--- src/host_tx_fifo_config_pkg.sv ---
// Constants for the host transmit FIFO configuration block
// Function
// RULE1: With store-and-forward set, a whole frame is buffered before sending starts.
// RULE2: With store-and-forward set, speed-mode and threshold-select bits are ignored.
// RULE3: With store-and-forward clear, sending starts early at the threshold level.
// RULE4: Early start whose data runs dry before frame end flags a transmit underrun.
// RULE5: Speed-mode bit 21, read/write, resets 0; software keeps it 0 at 100 Mbps.
// RULE6: FIFO size field bits 19:16 sets allocation in 1 KB steps, max 14, reset 5.
// RULE7: Status FIFO takes 512 bytes, data FIFO the rest; combined minimum 2 KB.
// RULE8: Data FIFO carries command words and frame data interleaved in one queue.
// RULE9: Threshold-select bits 13:12, read/write, reset 00, set the start level.
// RULE10: Thresholds in dwords: 10M 012h/018h/020h/028h; 100M select 00 gives 020h.
// RULE11: Reserved bits 15:14 read as zero and ignore writes.
package host_tx_fifo_config_pkg;
   localparam int SPEED_MODE_BIT = 21;
   localparam int STORE_FWD_BIT = 20;
   localparam int SIZE_HI = 19;
   localparam int SIZE_LO = 16;
   localparam int THR_SEL_HI = 13;
   localparam int THR_SEL_LO = 12;
   localparam logic [3:0] SIZE_RESET = 4'h5;
   localparam logic [3:0] SIZE_MIN_KB = 4'h2;
   localparam logic [3:0] SIZE_MAX_KB = 4'hE;
   localparam logic [15:0] STATUS_FIFO_BYTES = 16'h0200;
   localparam logic [31:0] CFG_WRITE_MASK = 32'h003F_3000;
   localparam logic [8:0] THR_10M_0 = 9'h012;
   localparam logic [8:0] THR_10M_1 = 9'h018;
   localparam logic [8:0] THR_10M_2 = 9'h020;
   localparam logic [8:0] THR_10M_3 = 9'h028;
   localparam logic [8:0] THR_100M_0 = 9'h020;
endpackage

--- src/host_tx_fifo_config.sv ---
// Configuration field, start decision and underrun detection of the host transmit path
`timescale 1ns/1ps
`default_nettype none
module host_tx_fifo_config
   import host_tx_fifo_config_pkg::*;
#(
   parameter int CNT_W = 12
) (
   // Clock and reset
   input wire logic clk_sys,
   input wire logic sys_rst,
   // Configuration word access
   input wire logic cfg_wr,
   input wire logic [31:0] cfg_wdata,
   output logic [31:0] cfg_rdata,
   // Transmit queue state (dwords held, whole frame present, word popped)
   input wire logic [CNT_W-1:0] data_level,
   input wire logic frame_complete,
   input wire logic pop_frame_word,
   input wire logic frame_end_popped,
   input wire logic link_idle,
   // Outputs to the MAC and allocator
   output logic tx_start,
   output logic tx_active,
   output logic tx_underrun,
   output logic [15:0] status_fifo_bytes,
   output logic [15:0] data_fifo_bytes
);
   // Held configuration fields
   logic speed_mode_reg;
   logic store_fwd_reg;
   logic [3:0] size_reg;
   logic [1:0] thr_sel_reg;
   // Fields as presented with a write
   logic wr_speed_mode;
   logic wr_store_fwd;
   logic [3:0] wr_size;
   logic [1:0] wr_thr_sel;
   // Transmit progress
   logic active_reg;
   logic underrun_reg;
   // Allocation
   logic [3:0] size_eff;
   logic [15:0] alloc_bytes;
   // Start decision
   logic [8:0] thr_10m;
   logic [8:0] thr_100m;
   logic [8:0] thr_dw;
   logic [CNT_W-1:0] thr_level;
   logic level_reached;
   logic early_ok;
   logic start_ok;
   // Underrun detection
   logic queue_empty;
   logic starved;
   logic frame_done;

   // Only the owned fields are picked off; reserved bits never reach a flop
   always_comb begin
      wr_speed_mode = cfg_wdata[SPEED_MODE_BIT]; // RULE5
      wr_store_fwd = cfg_wdata[STORE_FWD_BIT];
      wr_size = cfg_wdata[SIZE_HI:SIZE_LO]; // RULE6
      wr_thr_sel = cfg_wdata[THR_SEL_HI:THR_SEL_LO]; // RULE9
   end

   always_ff @(posedge clk_sys) begin
      if (sys_rst) begin
         speed_mode_reg <= 1'b0; // RULE5
      end else if (cfg_wr) begin
         speed_mode_reg <= wr_speed_mode; // RULE5
      end
   end

   // Gates every threshold field below
   always_ff @(posedge clk_sys) begin
      if (sys_rst) begin
         store_fwd_reg <= 1'b0;
      end else if (cfg_wr) begin
         store_fwd_reg <= wr_store_fwd; // RULE1
      end
   end

   // Kept as written; clamping happens on the way out
   always_ff @(posedge clk_sys) begin
      if (sys_rst) begin
         size_reg <= SIZE_RESET; // RULE6
      end else if (cfg_wr) begin
         size_reg <= wr_size; // RULE6
      end
   end

   always_ff @(posedge clk_sys) begin
      if (sys_rst) begin
         thr_sel_reg <= 2'b00; // RULE9
      end else if (cfg_wr) begin
         thr_sel_reg <= wr_thr_sel; // RULE9
      end
   end

   // Unowned bits read as zero
   always_comb begin
      cfg_rdata = 32'h0000_0000; // RULE11
      cfg_rdata[SPEED_MODE_BIT] = speed_mode_reg;
      cfg_rdata[STORE_FWD_BIT] = store_fwd_reg;
      cfg_rdata[SIZE_HI:SIZE_LO] = size_reg;
      cfg_rdata[THR_SEL_HI:THR_SEL_LO] = thr_sel_reg;
   end

   // Out-of-range sizes clamp so the allocator never sees less than 2 KB or over 14 KB
   always_comb begin
      if (size_reg < SIZE_MIN_KB) begin
         size_eff = SIZE_MIN_KB; // RULE7
      end else if (size_reg > SIZE_MAX_KB) begin
         size_eff = SIZE_MAX_KB; // RULE6
      end else begin
         size_eff = size_reg;
      end
   end

   // Whole kilobytes; the status share comes off the top
   always_comb begin
      alloc_bytes = {2'b00, size_eff, 10'h000}; // RULE6
   end

   // Commands and data share the one data allocation
   assign status_fifo_bytes = STATUS_FIFO_BYTES; // RULE7
   assign data_fifo_bytes = alloc_bytes - STATUS_FIFO_BYTES; // RULE7 RULE8

   // 10 Mbps table, indexed by the select field
   always_comb begin
      case (thr_sel_reg)
         2'b00: begin
            thr_10m = THR_10M_0; // RULE10
         end
         2'b01: begin
            thr_10m = THR_10M_1; // RULE10
         end
         2'b10: begin
            thr_10m = THR_10M_2; // RULE10
         end
         default: begin
            thr_10m = THR_10M_3; // RULE10
         end
      endcase
   end

   // 100M select codes other than 00 are undefined; they fall back to 020h
   always_comb begin
      thr_100m = THR_100M_0; // RULE10
   end

   // Speed mode picks the table; software keeps it clear at 100 Mbps
   always_comb begin
      if (speed_mode_reg) begin
         thr_dw = thr_10m; // RULE5 RULE9
      end else begin
         thr_dw = thr_100m; // RULE5
      end
   end

   // Resized to the level port so the compare happens in one width
   always_comb begin
      thr_level = CNT_W'(thr_dw);
   end

   // Early start once the threshold is buffered, or the frame is whole anyway
   always_comb begin
      level_reached = data_level >= thr_level; // RULE3
      early_ok = frame_complete || level_reached; // RULE3
   end

   // Store-and-forward waits for the whole frame; threshold fields play no part
   always_comb begin
      if (store_fwd_reg) begin
         start_ok = frame_complete; // RULE1 RULE2
      end else begin
         start_ok = early_ok; // RULE3
      end
   end

   // One-cycle pulse: active rises on the same edge and masks it
   always_comb begin
      if (!active_reg && link_idle) begin
         tx_start = start_ok; // RULE1 RULE3
      end else begin
         tx_start = 1'b0;
      end
   end

   assign tx_active = active_reg;
   assign tx_underrun = underrun_reg;

   // A frame ends on its last dword, or is abandoned on underrun
   always_comb begin
      frame_done = frame_end_popped || underrun_reg;
   end

   always_ff @(posedge clk_sys) begin
      if (sys_rst) begin
         active_reg <= 1'b0;
      end else if (tx_start) begin
         active_reg <= 1'b1;
      end else if (frame_done) begin
         active_reg <= 1'b0;
      end
   end

   // Pop wanted with no dword queued and frame tail not yet in
   always_comb begin
      queue_empty = data_level == '0;
      starved = active_reg && pop_frame_word && !frame_complete && queue_empty; // RULE4
   end

   // Set is blocked while the flag stands, so the error is one pulse per frame
   always_ff @(posedge clk_sys) begin
      if (sys_rst) begin
         underrun_reg <= 1'b0;
      end else begin
         underrun_reg <= starved && !underrun_reg; // RULE4
      end
   end
endmodule // host_tx_fifo_config
`default_nettype wire

--- config.mk ---
export PLATFORM = sky130hd
export DESIGN_NAME = host_tx_fifo_config
export DESIGN_NICKNAME = d
export VERILOG_FILES = /design/src/host_tx_fifo_config_pkg.sv /design/src/host_tx_fifo_config.sv
export SDC_FILE = /design/constraint.sdc
export NUM_CORES = 1
export LEC_CHECK = 0
export BUFFER_PORTS_ARGS = -buffer_cell sky130_fd_sc_hd__buf_2
export CAP_MARGIN = 20
export CORE_UTILIZATION = 33
export CTS_CLUSTER_DIAMETER = 150
export DETAILED_ROUTE_END_ITERATION = 10
export MAX_ROUTING_LAYER = met4
export PLACE_DENSITY = 0.8
export SETUP_SLACK_MARGIN = 0.2
export SLEW_MARGIN = 20
export SYNTH_ARGS = -nofsm -noshare
export SYNTH_HDL_FRONTEND = slang
export SYNTH_SLANG_ARGS = --single-unit
--- constraint.sdc ---
create_clock -name clk_sys -period 1.9 [get_ports clk_sys]
set_input_delay 0.095 -clock clk_sys [delete_from_list [all_inputs] [get_ports clk_sys]]
set_output_delay 0.095 -clock clk_sys [all_outputs]
set_load 0.1 [all_outputs]
==> results.toml, run 1 <==
[detailed_routing]
ant_nets = 0
first_iter_violations = 23
drc_errors = 8
vias = 783
dr.pass1.iters = 8
avgViaCountPerCell = 3.955
wl_per_cell_um = 8.848
wirelength_um = 1752

[yosys]
syn-cell-area_um2 = 1005
synth_top_area_cell = "buf_4"
synth_top_cell_area_share = 0.3960
netlist_instances = 121
synth-seq-cells = 10
ys_warn_count = 0
synth_area_leaders = "buf_4 (40%), dfxtp_1 (20%), ha_1 (6.2%)"
synth_edf_count = 0
syn_avg_cell_area_um2 = 8.303
yosys-top-cells-count = "buf_4 (53), dfxtp_1 (10), nor2_1 (10), mux2i_1 (6), ha_1 (5)"
ys.flop_type = "dfxtp_1"
yosysSeqAreaShare = 0.1993
async_flop_share = 0
yosysUniqueCellTypes = 28
yosysMostFrequentCell = "buf_4"

[clock_tree]
htree_levels = 1
clk_pin_slew_ns = 0.07
insertion_delay_ns = 0.26
cts_buffers = 3
cts-root-buf = "clkbuf_4"
clk_path_buf_depth = 2
cts.hold.buffers_added = 0
cts_tree = "done"
clock-sinks = 10

[layout]
area_delta_synth_final_pct = 29.27
largest_reg_flops = 4
design_area_um2 = 1299
nets = 224
fin_cells = 198
drive_gt1_frac = 0.4431
diodes = 0

[sta]
setup_viol = 0
hold_viol = 0
rsz0062_at_grt = "yes"
fin_worst_skew_ns = 0.0003253
finalCriticalPeriod_ns = 1.804
setup_slack_ns = 0.09629
period_share = 0.9493
drv_slew = 0
fmax_mhz = 554.4
final.setup.tns_ns = 0

[power_and_ir_drop]
power_density_nw_per_um2 = 985.0
swShare = 0.6310
p_sw_w = 0.0008073
p_comb_frac = 0.667
irDropWorstVdd_uv = 466.3
internal_power_w = 0.0004720
power_frac_seq = 0.181
p_leak_nw = 0.6825
p_clk_frac = 0.152

[run_status]
violations = "design-rule violations"
status = "finished, violations left"

[global_route]
grt_remaining_overflow = 0
grt_max_degree = 12
grt_pass1_wl_um = 2718
grt_antenna_before_repair = 0
grt_pass1_vias = 648
grt_usage = 0.1113

[worst_setup_path]
r2r_cells = 7
r2r_start = "thr_sel_reg[1]"
reg2reg_slack_ns = 0.40
crit_fanout = 3
cp-end-kind = "output port"
startpoint_type = "flop"
worstSetupPathType = "flop to output port"
critPathArrivalTime_ns = 1.71
required_ns = 1.80
regToRegEndpoint = "tx_active"

[floorplan]
die_area_um2 = 3269
die_x_um = 57.18
rows = 19
io-pin-count = 118
die_h_um = 57.18
start_util = 0.3552
core_area_um2 = 2829

[min_path]
hp-class = "primary input to flop"
worstHoldStart = "cfg_wdata[16]"
hold_path_end = "size_reg[0]"
worstHoldPathCells = 2

[placed_design]
placed_cell_area_um2 = 1206
place_congestion = 0.6227
dp_cells = 188
port-buffer-count = 43
place_ws_ns = 0.3143
dpl.hpwl_um = 1450

[job]
max-cap-violations = 0
==> worst max-delay path, cell delays in order (launching register included) <==
cell and delay [ns]:
dfxtp_4 0.35, nand2b_4 0.13, inv_2 0.04, ha_4 0.25, o211ai_1 0.07, a31o_2 0.25, a31oi_4 0.16, buf_12 0.19
==> cell type report <==
type	instances	area, µm²
well taps	31	38.79
fillers	283	1530
inverters	4	18.77
repair buffers	49	330.3
multi-input cells	100	649.4
clock buffers	4	36.28
flip-flops and latches	10	225.2
==> worst max path at each step <==
stage,startpoint,end,slack (ns),cells past startpoint
after floorplan,thr_sel_reg[1],tx_start,-0.14,6
after global placement,speed_mode_reg,tx_start,0.31,6
after detailed placement,speed_mode_reg,tx_start,0.31,6
after CTS,thr_sel_reg[1],tx_start,0.07,7
after global routing,thr_sel_reg[1],tx_start,0.009,7
final,thr_sel_reg[1],tx_start,0.1,7
==> stage by stage <==
| stage | util | power [W] | hold slack [ns] |
|---|---|---|---|
| after global placement | 0.4264 | 0.001061 | 0.3013 |
| after global routing | 0.4591 | 0.001331 | 0.02903 |
| final | 0.4591 | 0.001279 | 0.03015 |
| after detailed placement | 0.4264 | 0.001064 | 0.3079 |
| after CTS | 0.4525 | 0.001279 | 0.02206 |
| after floorplan | - | 0.001056 | 0.2167 |
==> layer usage <==
metal	vias up	share of wire	track usage
met3	0	0.085	0.04308
met5	-	0	-
met4	0	0	0.02091
met1	347	0.39	0.1227
li1	389	-	-
met2	47	0.52	0.1916
==> cells by family after synthesis <==
logic type,count (synthesis),synth area share
xor gates and xnor gates,1,0.008719
other,2,0.007475
muxes,6,0.05978
and+or+nand+nor,29,0.1744
buffers and inverters,59,0.4197
AOI/OAI and AO/OA,9,0.06850
DFF,10,0.1993
adders and majority gates,5,0.06227
==> power groups by stage <==
stage | combinational, W | clock [W] | sequential [W]
final | 0.000853 | 0.000195 | 0.000231
after global routing | 0.000880 | 0.000218 | 0.000233
after CTS | 0.000842 | 0.000204 | 0.000233
after detailed placement | 0.000823 | 0 | 0.000241
after global placement | 0.000820 | 0 | 0.000241
after floorplan | 0.000749 | 0 | 0.000307
==> repair_timing <==
item                                    4_1_cts  5_1_grt
resized for setup                             3        1
pin swaps                                     1        1
setup buffers                                 4        2
endpoints found under the setup margin        5        5
==> cell usage in the layout, fill, tap and decap left out, types with 2 or more instances in the layout <==
master	count
nor4b_1	2
buf_2	38
dfxtp_4	6
nor2b_1	3
mux2i_1	6
a211o_1	2
inv_1	2
conb_1	50
buf_12	4
ha_4	2
buf_4	6
dfxtp_1	2
clkbuf_4	3
nand3_1	2
nor3_1	2
nand2b_1	2
dfxtp_2	2
nor2_1	10
ha_1	3
No activity file was read; power rests on OpenSTA's default activity.
==> inputs of run 2 (changes only) <==
- ABC_AREA: default -> 1
==> run 2 against run 1 <==
The run ends with design-rule violations, negative setup slack left; via count is 11% higher; critical path depth is 9 higher; combinational power is 1% higher; largest cell class unchanged; synthesized area is 0.12% higher; cell count is 14% higher; maximum frequency is 9.2% lower; register-to-register slack worse by 0.20 ns; worst setup slack worse by 0.18 ns; synthesized cell count is 21% higher; routed wire length is 0.51% lower.
==> results.toml, run 2 <==
[placed_design]
dpl.hpwl_um = 1429
place_congestion = 0.7606
placed_cell_area_um2 = 1179
port-buffer-count = 43

[yosys]
yosys-top-cells-count = "buf_4 (53), nand2_1 (19), nor2_1 (17), dfxtp_1 (10), inv_2 (8)"
yosysUniqueCellTypes = 22
ys_warn_count = 0
synth_edf_count = 0
synth_top_cell_area_share = 0.3955
ys.flop_type = "dfxtp_1"
syn_avg_cell_area_um2 = 6.843
synth-seq-cells = 10
netlist_instances = 147
syn-cell-area_um2 = 1006
synth_simple_gate_area_frac = 0.1816
synth_fa_ha_area_frac = 0.06219
synth_area_leaders = "buf_4 (40%), dfxtp_1 (20%), nand2_1 (7.1%)"
async_flop_share = 0
yosysSeqAreaShare = 0.1990
synth_xor_area_frac = 0.008706
synthMuxAreaShare = 0
synth_compound_area_frac = 0.07711
synth_top_family_by_area = "buffers and inverters"
yosysMostFrequentCell = "buf_4"
synth_top_area_cell = "buf_4"

[power_and_ir_drop]
p_leak_nw = 0.6972
power_density_nw_per_um2 = 983.2
irDropWorstVdd_uv = 460.1

[detailed_routing]
ant_nets = 0
drc_errors = 9
wl_per_cell_um = 7.712
avgViaCountPerCell = 3.832
dr.pass1.iters = 11
first_iter_violations = 36
wirelength_um = 1743
vias = 866

[floorplan]
start_util = 0.3556
rows = 19
die_h_um = 57.21
die_area_um2 = 3273
core_area_um2 = 2829
io-pin-count = 118
die_x_um = 57.21

[clock_tree]
clock-sinks = 10
cts-root-buf = "clkbuf_4"
clk_path_buf_depth = 2
cts_buffers = 3
clk_pin_slew_ns = 0.06
htree_levels = 1
insertion_delay_ns = 0.26
cts.hold.buffers_added = 0
cts_tree = "done"

[layout]
most-common-layout-cells = "conb_1 (50), buf_2 (38), nand2_1 (19), nor2_1 (13)"
nets = 252
diodes = 0
layout_commonest_cell = "conb_1"
drive_gt1_frac = 0.4256
area_delta_synth_final_pct = 26.62
utilization = 0.4502
largest_reg_flops = 4
design_area_um2 = 1274

[sta]
rsz0062_at_grt = "yes"
fin_worst_skew_ns = 0.004660
drv_slew = 0
final.setup.tns_ns = -0.08652
setup_viol = 1
finalCriticalPeriod_ns = 1.987
period_share = 1.046
hold_viol = 0
setup_slack_ns = -0.08652
fmax_mhz = 503.4
hold_ws_ns = 0.01637

[global_route]
grt_antenna_before_repair = 0
grt_pass1_vias = 704
grt_pass1_wl_um = 2815
grt_usage = 0.1108
grt_max_degree = 12
grt_remaining_overflow = 0

[job]
max-cap-violations = 0

[run_status]
violations = "design-rule violations, negative setup slack"
status = "finished, violations left"

[worst_setup_path]
startpoint_type = "flop"
critPathArrivalTime_ns = 1.89
cp-end-kind = "output port"
required_ns = 1.80
crit_fanout = 2
worstSetupPathType = "flop to output port"

[min_path]
hp-class = "primary input to flop"
[run 2: cell count changes after synthesis, sizes merged, moves of 3 or more]
| cell | before | now |
|---|---|---|
| a21oi | 1 | 6 |
| nand2b | 3 | 0 |
| nand2 | 1 | 20 |
| nor2 | 10 | 18 |
| inv | 4 | 15 |
| nor2b | 3 | 0 |
| mux2i | 6 | 0 |
| o21ai | 0 | 7 |
[run 2: cells by family (layout without fill, tap and decap cells)]
| logic type | count (synthesis) | in the layout |
|---|---|---|
| other | 2 | 50 |
| XOR/XNOR | 1 | 1 |
| AO/OA/AOI/OAI | 14 | 14 |
| adder cells (fa/ha/maj) | 5 | 5 |
| buffers and inverters | 71 | 71 |
| flip-flops | 10 | 10 |
| AND/OR/NAND/NOR | 44 | 44 |
[run 2: path summary, 6_finish.rpt]
kind | start | endpoint | slack (ns) | cells past startpoint
worst max-delay path | speed_mode_reg | tx_start | -0.09 | 16
worst min-delay path | sys_rst | tx_active | 0.02 | 2
worst max register to register | speed_mode_reg | tx_active | 0.20 | 17
worst min register to register | store_fwd_reg | store_fwd_reg | 0.48 | 2
[run 2: metrics by stage]
| step | setup slack [ns] | cells | power, W |
|---|---|---|---|
| finish | -0.08652 | 226 | 0.001252 |
| CTS | -0.07877 | 224 | 0.001249 |
| floorplan | -0.9184 | 195 | 0.001091 |
| global route | -0.2736 | 226 | 0.001302 |
| global placement | 0.07524 | 216 | 0.001077 |
| detailed placement | 0.06809 | 216 | 0.001081 |
[run 2: repair_timing]
item / in CTS / in global routing
resized for setup: 8 / 1
buffers inserted: 4 / 2
pin swaps: 5 / 3
setup endpoints to repair: 5 / 5
[run 2: area by class of cell]
class	instances	area, µm²
clock buffer	3	22.52
clock inverter	1	3.754
timing repair buffer	50	317.8
fill	278	1555
inverter	17	71.32
tap	31	38.79
multi-input combinational	114	598.1
sequential	10	221.5
[run 2: metal layers]
metal	global-route usage	up-vias	wire length, µm
li1	-	447	-
met1	0.1199	375	693
met2	0.2000	44	905
met3	0.02721	0	144
met4	0.03136	0	0
met5	-	-	0
[run 2: power by group]
part	switching (W)	leakage, nW	internal (W)
registers	0.0000169	0.0855	0.000222
clock network	0.0000720	0.0154	0.0000757
logic	0.000745	0.596	0.000120
total	0.000834	0.697	0.000418
[run 2: critical path, cell delays in order, from the launching register on]
cell,delay (ns)
dfxtp_2,0.34
inv_2,0.05
nor2_4,0.11
inv_2,0.05
nor2_2,0.08
ha_1,0.22
nand2_1,0.06
nand2_1,0.05
nand2_1,0.05
nand2_1,0.05
nand2_1,0.06
nand2_1,0.05
nand2_1,0.05
nand2_1,0.05
nand2_2,0.09
clkinvlp_4,0.11
buf_12,0.17
==> inputs of run 3 (changes only) <==
- TNS_END_PERCENT: default -> 20
==> run 3 against run 2 <==
The run ends with design-rule violations left; flip-flop and latch count is the same; worst setup slack improved by 0.12 ns; first-iteration DRC count is 11% lower; cell area down 2.8%; utilization down 1.2 points; power increased by 2.7%; global-route usage grew 0.52 points; clock skew is 0.0033 ns lower; sequential share of layout area down 0.11 points; clock power rose by 28%; non-clock buffer count down 4; register-to-register slack better by 0.15 ns; largest power group unchanged.
==> results.toml, run 3 (synthesis gave the netlist of run 2 again) <==
[power_and_ir_drop]
power_frac_seq = 0.189
p_comb_frac = 0.663
swShare = 0.6480
internal_power_w = 0.0004527
power.total_w = 0.001286
p_leak_nw = 0.6956
irDropWorstVdd_uv = 350.3
power_density_nw_per_um2 = 1038
p_clk_frac = 0.148
p_sw_w = 0.0008333

[worst_setup_path]
r2r_start = "speed_mode_reg"
cp-startpoint = "speed_mode_reg"
cp-end-kind = "output port"
crit_fanout = 2
critPathArrivalTime_ns = 1.77
startpoint_type = "flop"
worstSetupPathType = "flop to output port"
required_ns = 1.80

[clock_tree]
insertion_delay_ns = 0.26
htree_levels = 1
cts-root-buf = "clkbuf_4"
clk_path_buf_depth = 2
clk_pin_slew_ns = 0.07
cts_tree = "done"
clock-sinks = 10
cts_buffers = 3

[sta]
rsz0062_at_grt = "yes"
drv_slew = 0
period_share = 0.9828
fmax_mhz = 535.6
finalCriticalPeriod_ns = 1.867
final.setup.tns_ns = 0
setup_viol = 0
setup_slack_ns = 0.03277
hold_viol = 0
fin_worst_skew_ns = 0.001372

[placed_design]
place_ws_ns = 0.1359
place_congestion = 0.7756
dp_cells = 215
dpl.hpwl_um = 1486
port-buffer-count = 43

[layout]
fin_cells = 222
nets = 248
drive_gt1_frac = 0.3979
multi_input_area_um2 = 590.6
seq_area_um2 = 214.0
diodes = 0
area_delta_synth_final_pct = 23.13
most-common-layout-cells = "conb_1 (50), buf_2 (38), nand2_1 (19), nor2_1 (13), inv_2 (9)"
largest_reg_flops = 4
nFillCells = 285
layout_commonest_cell = "conb_1"

[detailed_routing]
vias = 846
first_iter_violations = 32
wl_per_cell_um = 8.126
avgViaCountPerCell = 3.811
dr.pass1.iters = 9
wirelength_um = 1804
ant_nets = 0
drc_errors = 7

[job]
max-cap-violations = 0

[global_route]
grt_pass1_wl_um = 2863
grt_pass1_vias = 707
grt_usage = 0.1160
grt_remaining_overflow = 0
grt_max_degree = 12
grt_antenna_before_repair = 0

[run_status]
violations = "design-rule violations"
status = "finished, violations left"

[min_path]
hp-class = "primary input to flop"
worstHoldStart = "sys_rst"

[floorplan]
die_x_um = 57.21
start_util = 0.3556
die_h_um = 57.21
rows = 19
die_area_um2 = 3273
io-pin-count = 118
core_area_um2 = 2829
-- run 3: layout make-up --
type / count / share of cell area
multi-input cells: 114 / 0.4768
well taps: 31 / 0.03131
flip-flops and latches: 10 / 0.1727
clock buffers: 4 / 0.02929
inverters: 17 / 0.05152
repair buffers: 46 / 0.2384
-- run 3: repair_timing --
item,in CTS,in global routing
hold buffers,0,0
pin swaps,1,5
hold endpoints to repair,0,0
buffers inserted,2,1
resized for setup,6,8
cloned,0,0
endpoints found under the setup margin,5,6
-- run 3: worst max-delay path, stage by stage (launching register included) --
cell,delay [ns]
dfxtp_2,0.34
inv_2,0.05
nor2_4,0.09
inv_2,0.05
nor2_2,0.07
ha_1,0.22
nand2_1,0.06
nand2_1,0.05
nand2_1,0.05
nand2_1,0.05
nand2_1,0.05
nand2_1,0.04
nand2_1,0.05
nand2_1,0.05
nand2_2,0.07
inv_2,0.05
buf_12,0.15
-- run 3: metal layers --
| metal | global-route usage | share of wire | routed length [µm] | vias to the layer above |
|---|---|---|---|---|
| met4 | 0.05226 | 0.015 | 27 | 0 |
| met1 | 0.1139 | 0.38 | 677 | 361 |
| met2 | 0.2118 | 0.53 | 965 | 43 |
| li1 | - | - | - | 440 |
| met3 | 0.03175 | 0.074 | 133 | 2 |
| met5 | - | 0 | 0 | - |
-- run 3: stage by stage --
stage | hold WS, ns | cell area [µm²] | util
floorplan | 0.1574 | 1261 | -
global placement | 0.2802 | 1145 | 0.4047
detailed placement | 0.2845 | 1145 | 0.4047
CTS | 0.0009863 | 1209 | 0.4272
global route | 0.004037 | 1239 | 0.4379
finish | 0.01091 | 1239 | 0.4379
-- run 3: final timing paths --
kind | slack, ns | to | cells after the start
setup / recovery | 0.03 | tx_start | 16
hold / removal | 0.01 | tx_active | 2
hold reg to reg | 0.46 | store_fwd_reg | 2
setup reg to reg | 0.35 | tx_active | 16
-- run 3: power groups by stage --
stage | Combinational [W] | Clock, W | Sequential, W
finish | 0.000853 | 0.000190 | 0.000243
CTS | 0.000835 | 0.000197 | 0.000242
detailed placement | 0.000827 | 0 | 0.000245
global route | 0.000885 | 0.000209 | 0.000245
floorplan | 0.000755 | 0 | 0.000319
global placement | 0.000822 | 0 | 0.000244
